$ cat src/uep_pkg.sv
package uep_pkg;

  // ----------------------------------------------------------------
  // Register map
  // ----------------------------------------------------------------
  localparam logic [7:0] ADDR_CTRL = 8'h00;
  localparam logic [7:0] ADDR_EP0_IN_CFG = 8'h04;
  localparam logic [7:0] ADDR_EP0_OUT_CFG = 8'h08;
  localparam logic [7:0] ADDR_INT_STAT = 8'h0c;
  localparam logic [7:0] ADDR_INT_MASK = 8'h10;
  localparam logic [7:0] ADDR_STATUS = 8'h14;

  // ----------------------------------------------------------------
  // Field positions
  // ----------------------------------------------------------------
  localparam int CTRL_MODULE_EN_POS = 0;
  localparam int CFG_ENDPOINT_EN_POS = 7;
  localparam int STAT_SETUP_POS = 0;
  localparam int STAT_BABBLE_POS = 1;
  localparam int STAT_ORPHAN_POS = 2;
  localparam int STATUS_HOLD_POS = 3;
  localparam int STATUS_TX_POS = 4;
  localparam int STAT_W = 3;

  // ----------------------------------------------------------------
  // Reset values
  // ----------------------------------------------------------------
  localparam logic CTRL_RST = 1'b0;
  localparam logic [7:0] CFG_RST = 8'h00;
  localparam logic [2:0] INT_STAT_RST = 3'h0;
  localparam logic [2:0] INT_MASK_RST = 3'h0;

  // ----------------------------------------------------------------
  // Timing
  // ----------------------------------------------------------------
  localparam int CLK_PERIOD_NS = 50;
  localparam int BIT_TIME_NS = 83;
  localparam int BIT_CYC_RAW = (BIT_TIME_NS + CLK_PERIOD_NS - 1)
                               / CLK_PERIOD_NS;
  localparam int BIT_CYC = (BIT_CYC_RAW < 1) ? 1 : BIT_CYC_RAW;
  localparam int BABBLE_LIMIT_CYC = 2048;

  // ----------------------------------------------------------------
  // Link types
  // ----------------------------------------------------------------
  typedef enum logic [1:0] {
    uep_pid_setup,
    uep_pid_in,
    uep_pid_out,
    uep_pid_sof
  } uep_pid_t;

  typedef enum logic {
    uep_hs_ack,
    uep_hs_nak
  } uep_hs_t;

  typedef struct packed {
    logic valid;
    uep_pid_t pid;
    logic [3:0] ep;
  } uep_tok_t;

  typedef struct packed {
    logic valid;
    uep_hs_t pid;
  } uep_hs_out_t;

endpackage

$ cat src/uep_watchdog.sv
`timescale 1ns/1ns
`default_nettype none

// Counts cycles while run is high; expired once limit is reached
module uep_watchdog #(
  parameter int LIMIT = 4,
  parameter int W = 12
) (
  // Clock and reset
  input wire logic hclk,
  input wire logic hresetn,
  // Control
  input wire logic clr,
  input wire logic run,
  // Status
  output logic expired
);

  logic [W-1:0] count;

  always_ff @(posedge hclk or negedge hresetn)
  begin
    if (!hresetn)
    begin
      count <= '0;
    end
    else if (clr || !run)
    begin
      count <= '0;
    end
    else if (count != W'(LIMIT))
    begin
      count <= count + W'(1);
    end
  end

  assign expired = (count == W'(LIMIT));

endmodule

`default_nettype wire

$ cat src/uep_ep0_setup.sv
// Implementation choices: the AHB-Lite slave port and the register addresses.
`timescale 1ns/1ns
`default_nettype none

module uep_ep0_setup #(
  parameter int BABBLE_LIMIT = uep_pkg::BABBLE_LIMIT_CYC
) (
  // Clock and reset
  input wire logic hclk,
  input wire logic hresetn,
  // AHB-Lite slave
  input wire logic hsel,
  input wire logic [31:0] haddr,
  input wire logic [1:0] htrans,
  input wire logic hwrite,
  input wire logic [2:0] hsize,
  input wire logic [31:0] hwdata,
  input wire logic hready,
  output logic hreadyout,
  output logic [31:0] hrdata,
  output logic hresp,
  // Token side of the serial engine
  input wire uep_pkg::uep_tok_t rx_tok,
  input wire logic rx_busy,
  input wire logic tx_active,
  input wire logic tx_done,
  // Response side of the serial engine
  output uep_pkg::uep_hs_out_t hs_out,
  output logic tx_start,
  output logic tx_abort,
  // Interrupt
  output logic irq
);

  // ----------------------------------------------------------------
  // Declarations
  // ----------------------------------------------------------------
  typedef enum logic [1:0] {
    uep_st_idle,
    uep_st_data,
    uep_st_wait
  } uep_state_t;

  uep_state_t state;
  logic module_en;
  logic [7:0] ep0_in_config_reg;
  logic [7:0] ep0_out_config_reg;
  logic [2:0] usb_interrupt_flag_reg;
  logic [2:0] int_mask;
  logic nak_hold;
  logic wr_pend;
  logic [7:0] wr_addr;
  logic rd_pend;
  logic [7:0] rd_addr;
  logic addr_ok;
  logic [2:0] next_stat;
  logic [2:0] stat_set;
  logic [2:0] stat_clr;
  logic ep_in_en;
  logic ep_out_en;
  logic both_en;
  logic gated;
  logic ep0_tok;
  logic idle_ok;
  logic babble;
  logic [31:0] rd_mux;
  logic setup_flag;

  assign setup_flag = usb_interrupt_flag_reg[uep_pkg::STAT_SETUP_POS];
  assign ep_in_en = ep0_in_config_reg[uep_pkg::CFG_ENDPOINT_EN_POS];
  assign ep_out_en = ep0_out_config_reg[uep_pkg::CFG_ENDPOINT_EN_POS];
  assign both_en = ep_in_en && ep_out_en;
  assign gated = !ep_in_en && !ep_out_en;
  assign ep0_tok = rx_tok.valid && (rx_tok.ep == 4'h0) && module_en;

  // ----------------------------------------------------------------
  // AHB-Lite address phase
  // ----------------------------------------------------------------
  assign addr_ok = hsel && hready && htrans[1];

  always_ff @(posedge hclk or negedge hresetn)
  begin
    if (!hresetn)
    begin
      wr_pend <= 1'b0;
      wr_addr <= 8'h00;
    end
    else
    begin
      wr_pend <= addr_ok && hwrite;
      if (addr_ok && hwrite)
      begin
        wr_addr <= haddr[7:0];
      end
    end
  end

  // Reads take one wait state so data comes straight from a flop
  always_ff @(posedge hclk or negedge hresetn)
  begin
    if (!hresetn)
    begin
      rd_pend <= 1'b0;
      rd_addr <= 8'h00;
      hreadyout <= 1'b1;
    end
    else
    begin
      rd_pend <= addr_ok && !hwrite;
      hreadyout <= !(addr_ok && !hwrite);
      if (addr_ok && !hwrite)
      begin
        rd_addr <= haddr[7:0];
      end
    end
  end

  always_ff @(posedge hclk or negedge hresetn)
  begin
    if (!hresetn)
    begin
      hresp <= 1'b0;
    end
    else
    begin
      hresp <= 1'b0;
    end
  end

  // ----------------------------------------------------------------
  // Read data
  // ----------------------------------------------------------------
  always_comb
  begin
    rd_mux = 32'h0000_0000;
    case (rd_addr)
      uep_pkg::ADDR_CTRL:
      begin
        rd_mux[uep_pkg::CTRL_MODULE_EN_POS] = module_en;
      end
      uep_pkg::ADDR_EP0_IN_CFG:
      begin
        rd_mux[7:0] = ep0_in_config_reg;
      end
      uep_pkg::ADDR_EP0_OUT_CFG:
      begin
        rd_mux[7:0] = ep0_out_config_reg;
      end
      uep_pkg::ADDR_INT_STAT:
      begin
        rd_mux[2:0] = usb_interrupt_flag_reg;
      end
      uep_pkg::ADDR_INT_MASK:
      begin
        rd_mux[2:0] = int_mask;
      end
      uep_pkg::ADDR_STATUS:
      begin
        rd_mux[2:0] = usb_interrupt_flag_reg;
        rd_mux[uep_pkg::STATUS_HOLD_POS] = nak_hold;
        rd_mux[uep_pkg::STATUS_TX_POS] = (state != uep_st_idle);
      end
      default:
      begin
        rd_mux = 32'h0000_0000;
      end
    endcase
  end

  always_ff @(posedge hclk or negedge hresetn)
  begin
    if (!hresetn)
    begin
      hrdata <= 32'h0000_0000;
    end
    else if (rd_pend)
    begin
      hrdata <= rd_mux;
    end
  end

  // ----------------------------------------------------------------
  // Control and configuration registers
  // ----------------------------------------------------------------
  always_ff @(posedge hclk or negedge hresetn)
  begin
    if (!hresetn)
    begin
      module_en <= uep_pkg::CTRL_RST;
    end
    else if (wr_pend && wr_addr == uep_pkg::ADDR_CTRL)
    begin
      module_en <= hwdata[uep_pkg::CTRL_MODULE_EN_POS];
    end
  end

  always_ff @(posedge hclk or negedge hresetn)
  begin
    if (!hresetn)
    begin
      ep0_in_config_reg <= uep_pkg::CFG_RST;
      ep0_out_config_reg <= uep_pkg::CFG_RST;
      int_mask <= uep_pkg::INT_MASK_RST;
    end
    else if (!module_en)
    begin
      ep0_in_config_reg <= uep_pkg::CFG_RST;
      ep0_out_config_reg <= uep_pkg::CFG_RST;
      if (wr_pend && wr_addr == uep_pkg::ADDR_INT_MASK)
      begin
        int_mask <= hwdata[2:0];
      end
    end
    else if (wr_pend)
    begin
      if (wr_addr == uep_pkg::ADDR_EP0_IN_CFG)
      begin
        ep0_in_config_reg <= hwdata[7:0];
      end
      if (wr_addr == uep_pkg::ADDR_EP0_OUT_CFG)
      begin
        ep0_out_config_reg <= hwdata[7:0];
      end
      if (wr_addr == uep_pkg::ADDR_INT_MASK)
      begin
        int_mask <= hwdata[2:0];
      end
    end
  end

  // ----------------------------------------------------------------
  // Interrupt status, write one to clear, set wins
  // ----------------------------------------------------------------
  always_comb
  begin
    stat_set = 3'h0;
    stat_set[uep_pkg::STAT_SETUP_POS] =
      ep0_tok && rx_tok.pid == uep_pkg::uep_pid_setup;
    stat_set[uep_pkg::STAT_BABBLE_POS] = babble;
    stat_set[uep_pkg::STAT_ORPHAN_POS] = ep0_tok && !both_en;
    stat_clr = 3'h0;
    if (wr_pend && wr_addr == uep_pkg::ADDR_INT_STAT)
    begin
      stat_clr = hwdata[2:0];
    end
    next_stat = (usb_interrupt_flag_reg & ~stat_clr) | stat_set;
  end

  always_ff @(posedge hclk or negedge hresetn)
  begin
    if (!hresetn)
    begin
      usb_interrupt_flag_reg <= uep_pkg::INT_STAT_RST;
    end
    else if (!module_en)
    begin
      usb_interrupt_flag_reg <= uep_pkg::INT_STAT_RST;
    end
    else
    begin
      usb_interrupt_flag_reg <= next_stat;
    end
  end

  always_ff @(posedge hclk or negedge hresetn)
  begin
    if (!hresetn)
    begin
      irq <= 1'b0;
    end
    else
    begin
      irq <= |(next_stat & int_mask) && module_en;
    end
  end

  // ----------------------------------------------------------------
  // Engine's own copy of the flag
  // ----------------------------------------------------------------
  // While either endpoint is enabled, a clear reaches the engine only after the link has been quiet for
  // one bit time, so it can never land inside a token's CRC bits.
  uep_watchdog #(
    .LIMIT(uep_pkg::BIT_CYC),
    .W(4)
  ) u_idle_guard (
    .hclk(hclk),
    .hresetn(hresetn),
    .clr(rx_tok.valid),
    .run(!rx_busy && module_en),
    .expired(idle_ok)
  );

  always_ff @(posedge hclk or negedge hresetn)
  begin
    if (!hresetn)
    begin
      nak_hold <= 1'b0;
    end
    else if (!module_en)
    begin
      nak_hold <= 1'b0;
    end
    else if (stat_set[uep_pkg::STAT_SETUP_POS])
    begin
      nak_hold <= 1'b1;
    end
    else if (gated || (idle_ok && state == uep_st_idle))
    begin
      nak_hold <= setup_flag;
    end
  end

  // ----------------------------------------------------------------
  // Babble watchdog
  // ----------------------------------------------------------------
  // Only a safety net: correct operation never relies on it.
  uep_watchdog #(
    .LIMIT(BABBLE_LIMIT),
    .W(16)
  ) u_babble (
    .hclk(hclk),
    .hresetn(hresetn),
    .clr(!module_en),
    .run(tx_active),
    .expired(babble)
  );

  always_ff @(posedge hclk or negedge hresetn)
  begin
    if (!hresetn)
    begin
      tx_abort <= 1'b0;
    end
    else
    begin
      tx_abort <= (babble || !module_en) && tx_active;
    end
  end

  // ----------------------------------------------------------------
  // Token handling
  // ----------------------------------------------------------------
  always_ff @(posedge hclk or negedge hresetn)
  begin
    if (!hresetn)
    begin
      state <= uep_st_idle;
      hs_out <= '0;
      tx_start <= 1'b0;
    end
    else if (!module_en)
    begin
      state <= uep_st_idle;
      hs_out <= '0;
      tx_start <= 1'b0;
    end
    else
    begin
      hs_out <= '0;
      tx_start <= 1'b0;
      case (state)
        uep_st_idle:
        begin
          if (ep0_tok && both_en)
          begin
            if (rx_tok.pid == uep_pkg::uep_pid_setup)
            begin
              hs_out.valid <= 1'b1;
              hs_out.pid <= uep_pkg::uep_hs_ack;
            end
            else if (rx_tok.pid == uep_pkg::uep_pid_in)
            begin
              if (nak_hold || setup_flag)
              begin
                hs_out.valid <= 1'b1;
                hs_out.pid <= uep_pkg::uep_hs_nak;
              end
              else
              begin
                tx_start <= 1'b1;
                state <= uep_st_data;
              end
            end
          end
        end
        uep_st_data:
        begin
          if (tx_active)
          begin
            state <= uep_st_wait;
          end
          else if (tx_done)
          begin
            state <= uep_st_idle;
          end
        end
        uep_st_wait:
        begin
          if (tx_done || babble || !tx_active)
          begin
            state <= uep_st_idle;
          end
        end
        default:
        begin
          state <= uep_st_idle;
        end
      endcase
    end
  end

endmodule

`default_nettype wire

$ cat config.mk
export PLATFORM = sky130hd
export DESIGN_NAME = uep_ep0_setup
export DESIGN_NICKNAME = d
export VERILOG_FILES = /design/src/uep_pkg.sv /design/src/uep_watchdog.sv /design/src/uep_ep0_setup.sv
export SDC_FILE = /design/constraint.sdc
export NUM_CORES = 1
export LEC_CHECK = 0
export ABC_AREA = 1
export BUFFER_PORTS_ARGS = -buffer_cell sky130_fd_sc_hd__clkbuf_2
export CORE_UTILIZATION = 55
export DETAILED_ROUTE_END_ITERATION = 10
export GPL_ROUTABILITY_DRIVEN = 0
export HOLD_SLACK_MARGIN = 0.08
export PLACE_DENSITY = 0.82
export RECOVER_POWER = 25
export SLEW_MARGIN = 20
export SYNTH_ARGS = -nofsm -noshare
export SYNTH_HDL_FRONTEND = slang
export SYNTH_SLANG_ARGS = --single-unit
export TNS_END_PERCENT = 1
$ cat constraint.sdc
create_clock -name hclk -period 3 [get_ports hclk]
set_input_delay 0.45 -clock hclk [delete_from_list [all_inputs] [get_ports hclk]]
set_output_delay 0.45 -clock hclk [all_outputs]
set_load 0.02 [all_outputs]
==> flow_summary.yaml <==
outcome:
  status: "finished, violations left"
  failed_checks: "max-capacitance violations, max-slew violations"
cts:
  ctsHoldBuffers: 0
  cts_tree: "yes"
  root_buffer: "clkbuf_8"
  cts_buffers: 9
  cts_sinks: 78
  cts.reportedPaths.clkPinSlew_ns: 0.07
  clk_latency_ns: 0.35
  cts.path.max_buffers: 2
  ctsResizeCount: 0
  post-cts-setup-buffers: 0
  htree_num_levels: 3
final_layout:
  register_area_um2: 1950
  largest_reg_flops: 16
  multi_input_area_um2: 1590
  n_antenna_cell: 0
  drive_gt1_share_pct: 15.7
  nets: 606
  final.fill_count: 614
  regMostFlops: "u_babble.count"
  syn2layout_area_growth_pct: 9.21
  final_util_pct: 62.5
timing:
  hold_viol: 0
  clock_skew_ns: 0.0105
  timing.fmax_mhz: 574
  drv_slew: 79
  finalSetupTns_ns: 0
  fin_crit_sh_pct: 58.0
  rsz0062_at_grt: "false"
  relSlewSlack_pct: -26.3
  whs_ns: 0.320
  fin_crit_ns: 1.74
  final-setup-viol-count: 0
  worst_pin_slew_ns: 1.89
synthesis:
  async_flop_share_pct: 100
  yosys.area.top_type: "dfrtp_1"
  synth_edf_count: 0
  ys_ff_latch: 78
  synth_common_cells: "118 x nand2_1, 77 x dfrtp_1, 55 x inv_1"
  synth_area_leaders: "dfrtp_1 49%, nand2_1 11%, o21ai_0 5.9%, inv_1 5.3%, buf_4 5.0%"
  ys_warn_count: 0
  syn-cell-area_um2: 3910
  synth_cell_types: 39
  synth_top_cell_area_share_pct: 49.2
  syn_inst: 471
  yosys_most_used_dff: "dfrtp_1"
  yosysMostFrequentCell: "nand2_1"
  syn_area_per_cell_um2: 8.31
  yosysSeqAreaShare_pct: 49.9
floorplanning:
  die_y_um: 86.3
  io_pins: 123
  dieArea_um2: 7450
  num_rows: 30
  core_area_um2: 6830
  die_w_um: 86.3
  start_util_pct: 57.3
worst_setup_path:
  end_kind: "asynchronous set/reset pin"
  worstPathArrival_ns: 1.83
  cp_max_fo: 78
  cpPeakStageDelay_ns: 1.33
  startpoint_type: "primary input"
  cpLargestDelayFamily: "buffers and inverters"
  required_ns: 3.09
  cp_num_buf_inv: 1
  crit_type: "primary input to asynchronous set/reset pin"
  cp_cell_sequence: "clkbuf_2"
  crit_slowest_cell: "clkbuf_2"
place:
  port_buffers: 45
  dpl.hpwl_mm: 5.52
pwr:
  p_leak_uw: 0.00220
  power_uw: 2620
  vdd_drop_max_v: 0.000407
  pwr-share-seq_pct: 53.2
  p_per_area_nw_per_um2: 612
  switchingPower_uw: 859
  p_clk_share_pct: 26.1
  power_frac_comb_pct: 20.7
  power.share.switching_pct: 32.8
  p_int_uw: 1760
routing:
  routedWlPerCell_um: 12.4
  ant_nets: 0
  drcViolationCount: 0
  drt-pass1-iter-count: 4
  viasPerCell: 4.99
  wirelength_mm: 7.65
  initialDrtViolationCount: 119
  vias: 3091
grt:
  grt_max_degree: 79
  grt_pass1_vias: 3052
  grt_usage_pct: 23.2
  gr-total-overflow: 0
  grt_pass1_wl_mm: 13.4
  antenna_found_initial: 0
run:
  drv_cap: 1
hold_path:
  min_path_type: "primary input to register"
==> cells in the final DEF, fill, tap and decap left out, types with 2 or more instances in the layout <==
master	instances
nand2_2	3
o21ai_0	46
xor2_1	2
clkbuf_8	10
conb_1	25
nor2_2	5
a31oi_1	5
clkinv_2	2
ha_1	4
and3_1	2
nand3_1	32
nor3_2	2
dfrtp_1	77
a21oi_1	12
clkbuf_1	4
a21oi_2	2
inv_2	2
nor2_1	37
nor3_1	5
mux2_1	2
clkbuf_2	45
inv_1	55
nand2_1	118
nand3_2	3
nand4_1	9
==> logic make-up after synthesis <==
group	Yosys count	share of synthesized area (%)
buffers and inverters	91	11.7
XOR/XNOR	3	0.672
multiplexers	2	0.576
AND/OR/NAND/NOR	223	26.3
adder cells (fa/ha/maj)	4	1.28
flip-flops	78	49.9
other	1	0.0958
AO/OA/AOI/OAI	69	9.40
==> path summary, 6_finish.rpt <==
path / startpoint / endpoint / cells past startpoint / slack, ns
worst max-delay path: hresetn / rd_addr[3] / 1 / 1.26
worst min-delay path: rx_tok[5] / hs_out[0] / 2 / 0.32
worst max register to register: rd_addr[5] / hrdata[2] / 9 / 1.40
worst min register to register: rd_addr[7] / rd_addr[7] / 2 / 0.49
max in group hclk: rd_addr[5] / hrdata[2] / 9 / 1.40
min in group asynchronous: hresetn / u_babble.count[9] / 1 / 0.62
==> per-layer routing <==
layer  part of all wire (%)  global-route usage [%]  vias to the layer above
met3                    3.3                    5.14                        9
li1                       -                       -                     1561
met4                    1.2                    9.24                        0
met1                     47                    30.0                     1460
met5                      0                       0                        -
met2                     49                    38.4                       61
==> stage by stage <==
stage                     setup slack (ns)  cell area, um2  std cells
after floorplan                       1.64            4000        495
after global placement                1.35            4110        603
after detailed placement              1.34            4110        603
after CTS                             1.40            4280        619
after global routing                 0.851            4270        619
final                                 1.26            4270        619
==> layout make-up <==
class | instances | area share [%]
clock buffers | 14 | 3.57
repair buffers | 46 | 5.45
multi-input cells | 326 | 37.2
flip-flops and latches | 78 | 45.7
well taps | 96 | 2.81
inverters | 57 | 5.01
clock inverters | 2 | 0.234
==> power by group through the flow <==
stage,sequential [uW],combinational (uW),clock [uW]
final,1390,541,683
after global routing,1420,627,745
after CTS,1390,545,697
after detailed placement,1410,541,0
after global placement,1400,516,0
after floorplan,1410,393,0
No activity file was read; power rests on OpenSTA's default activity.
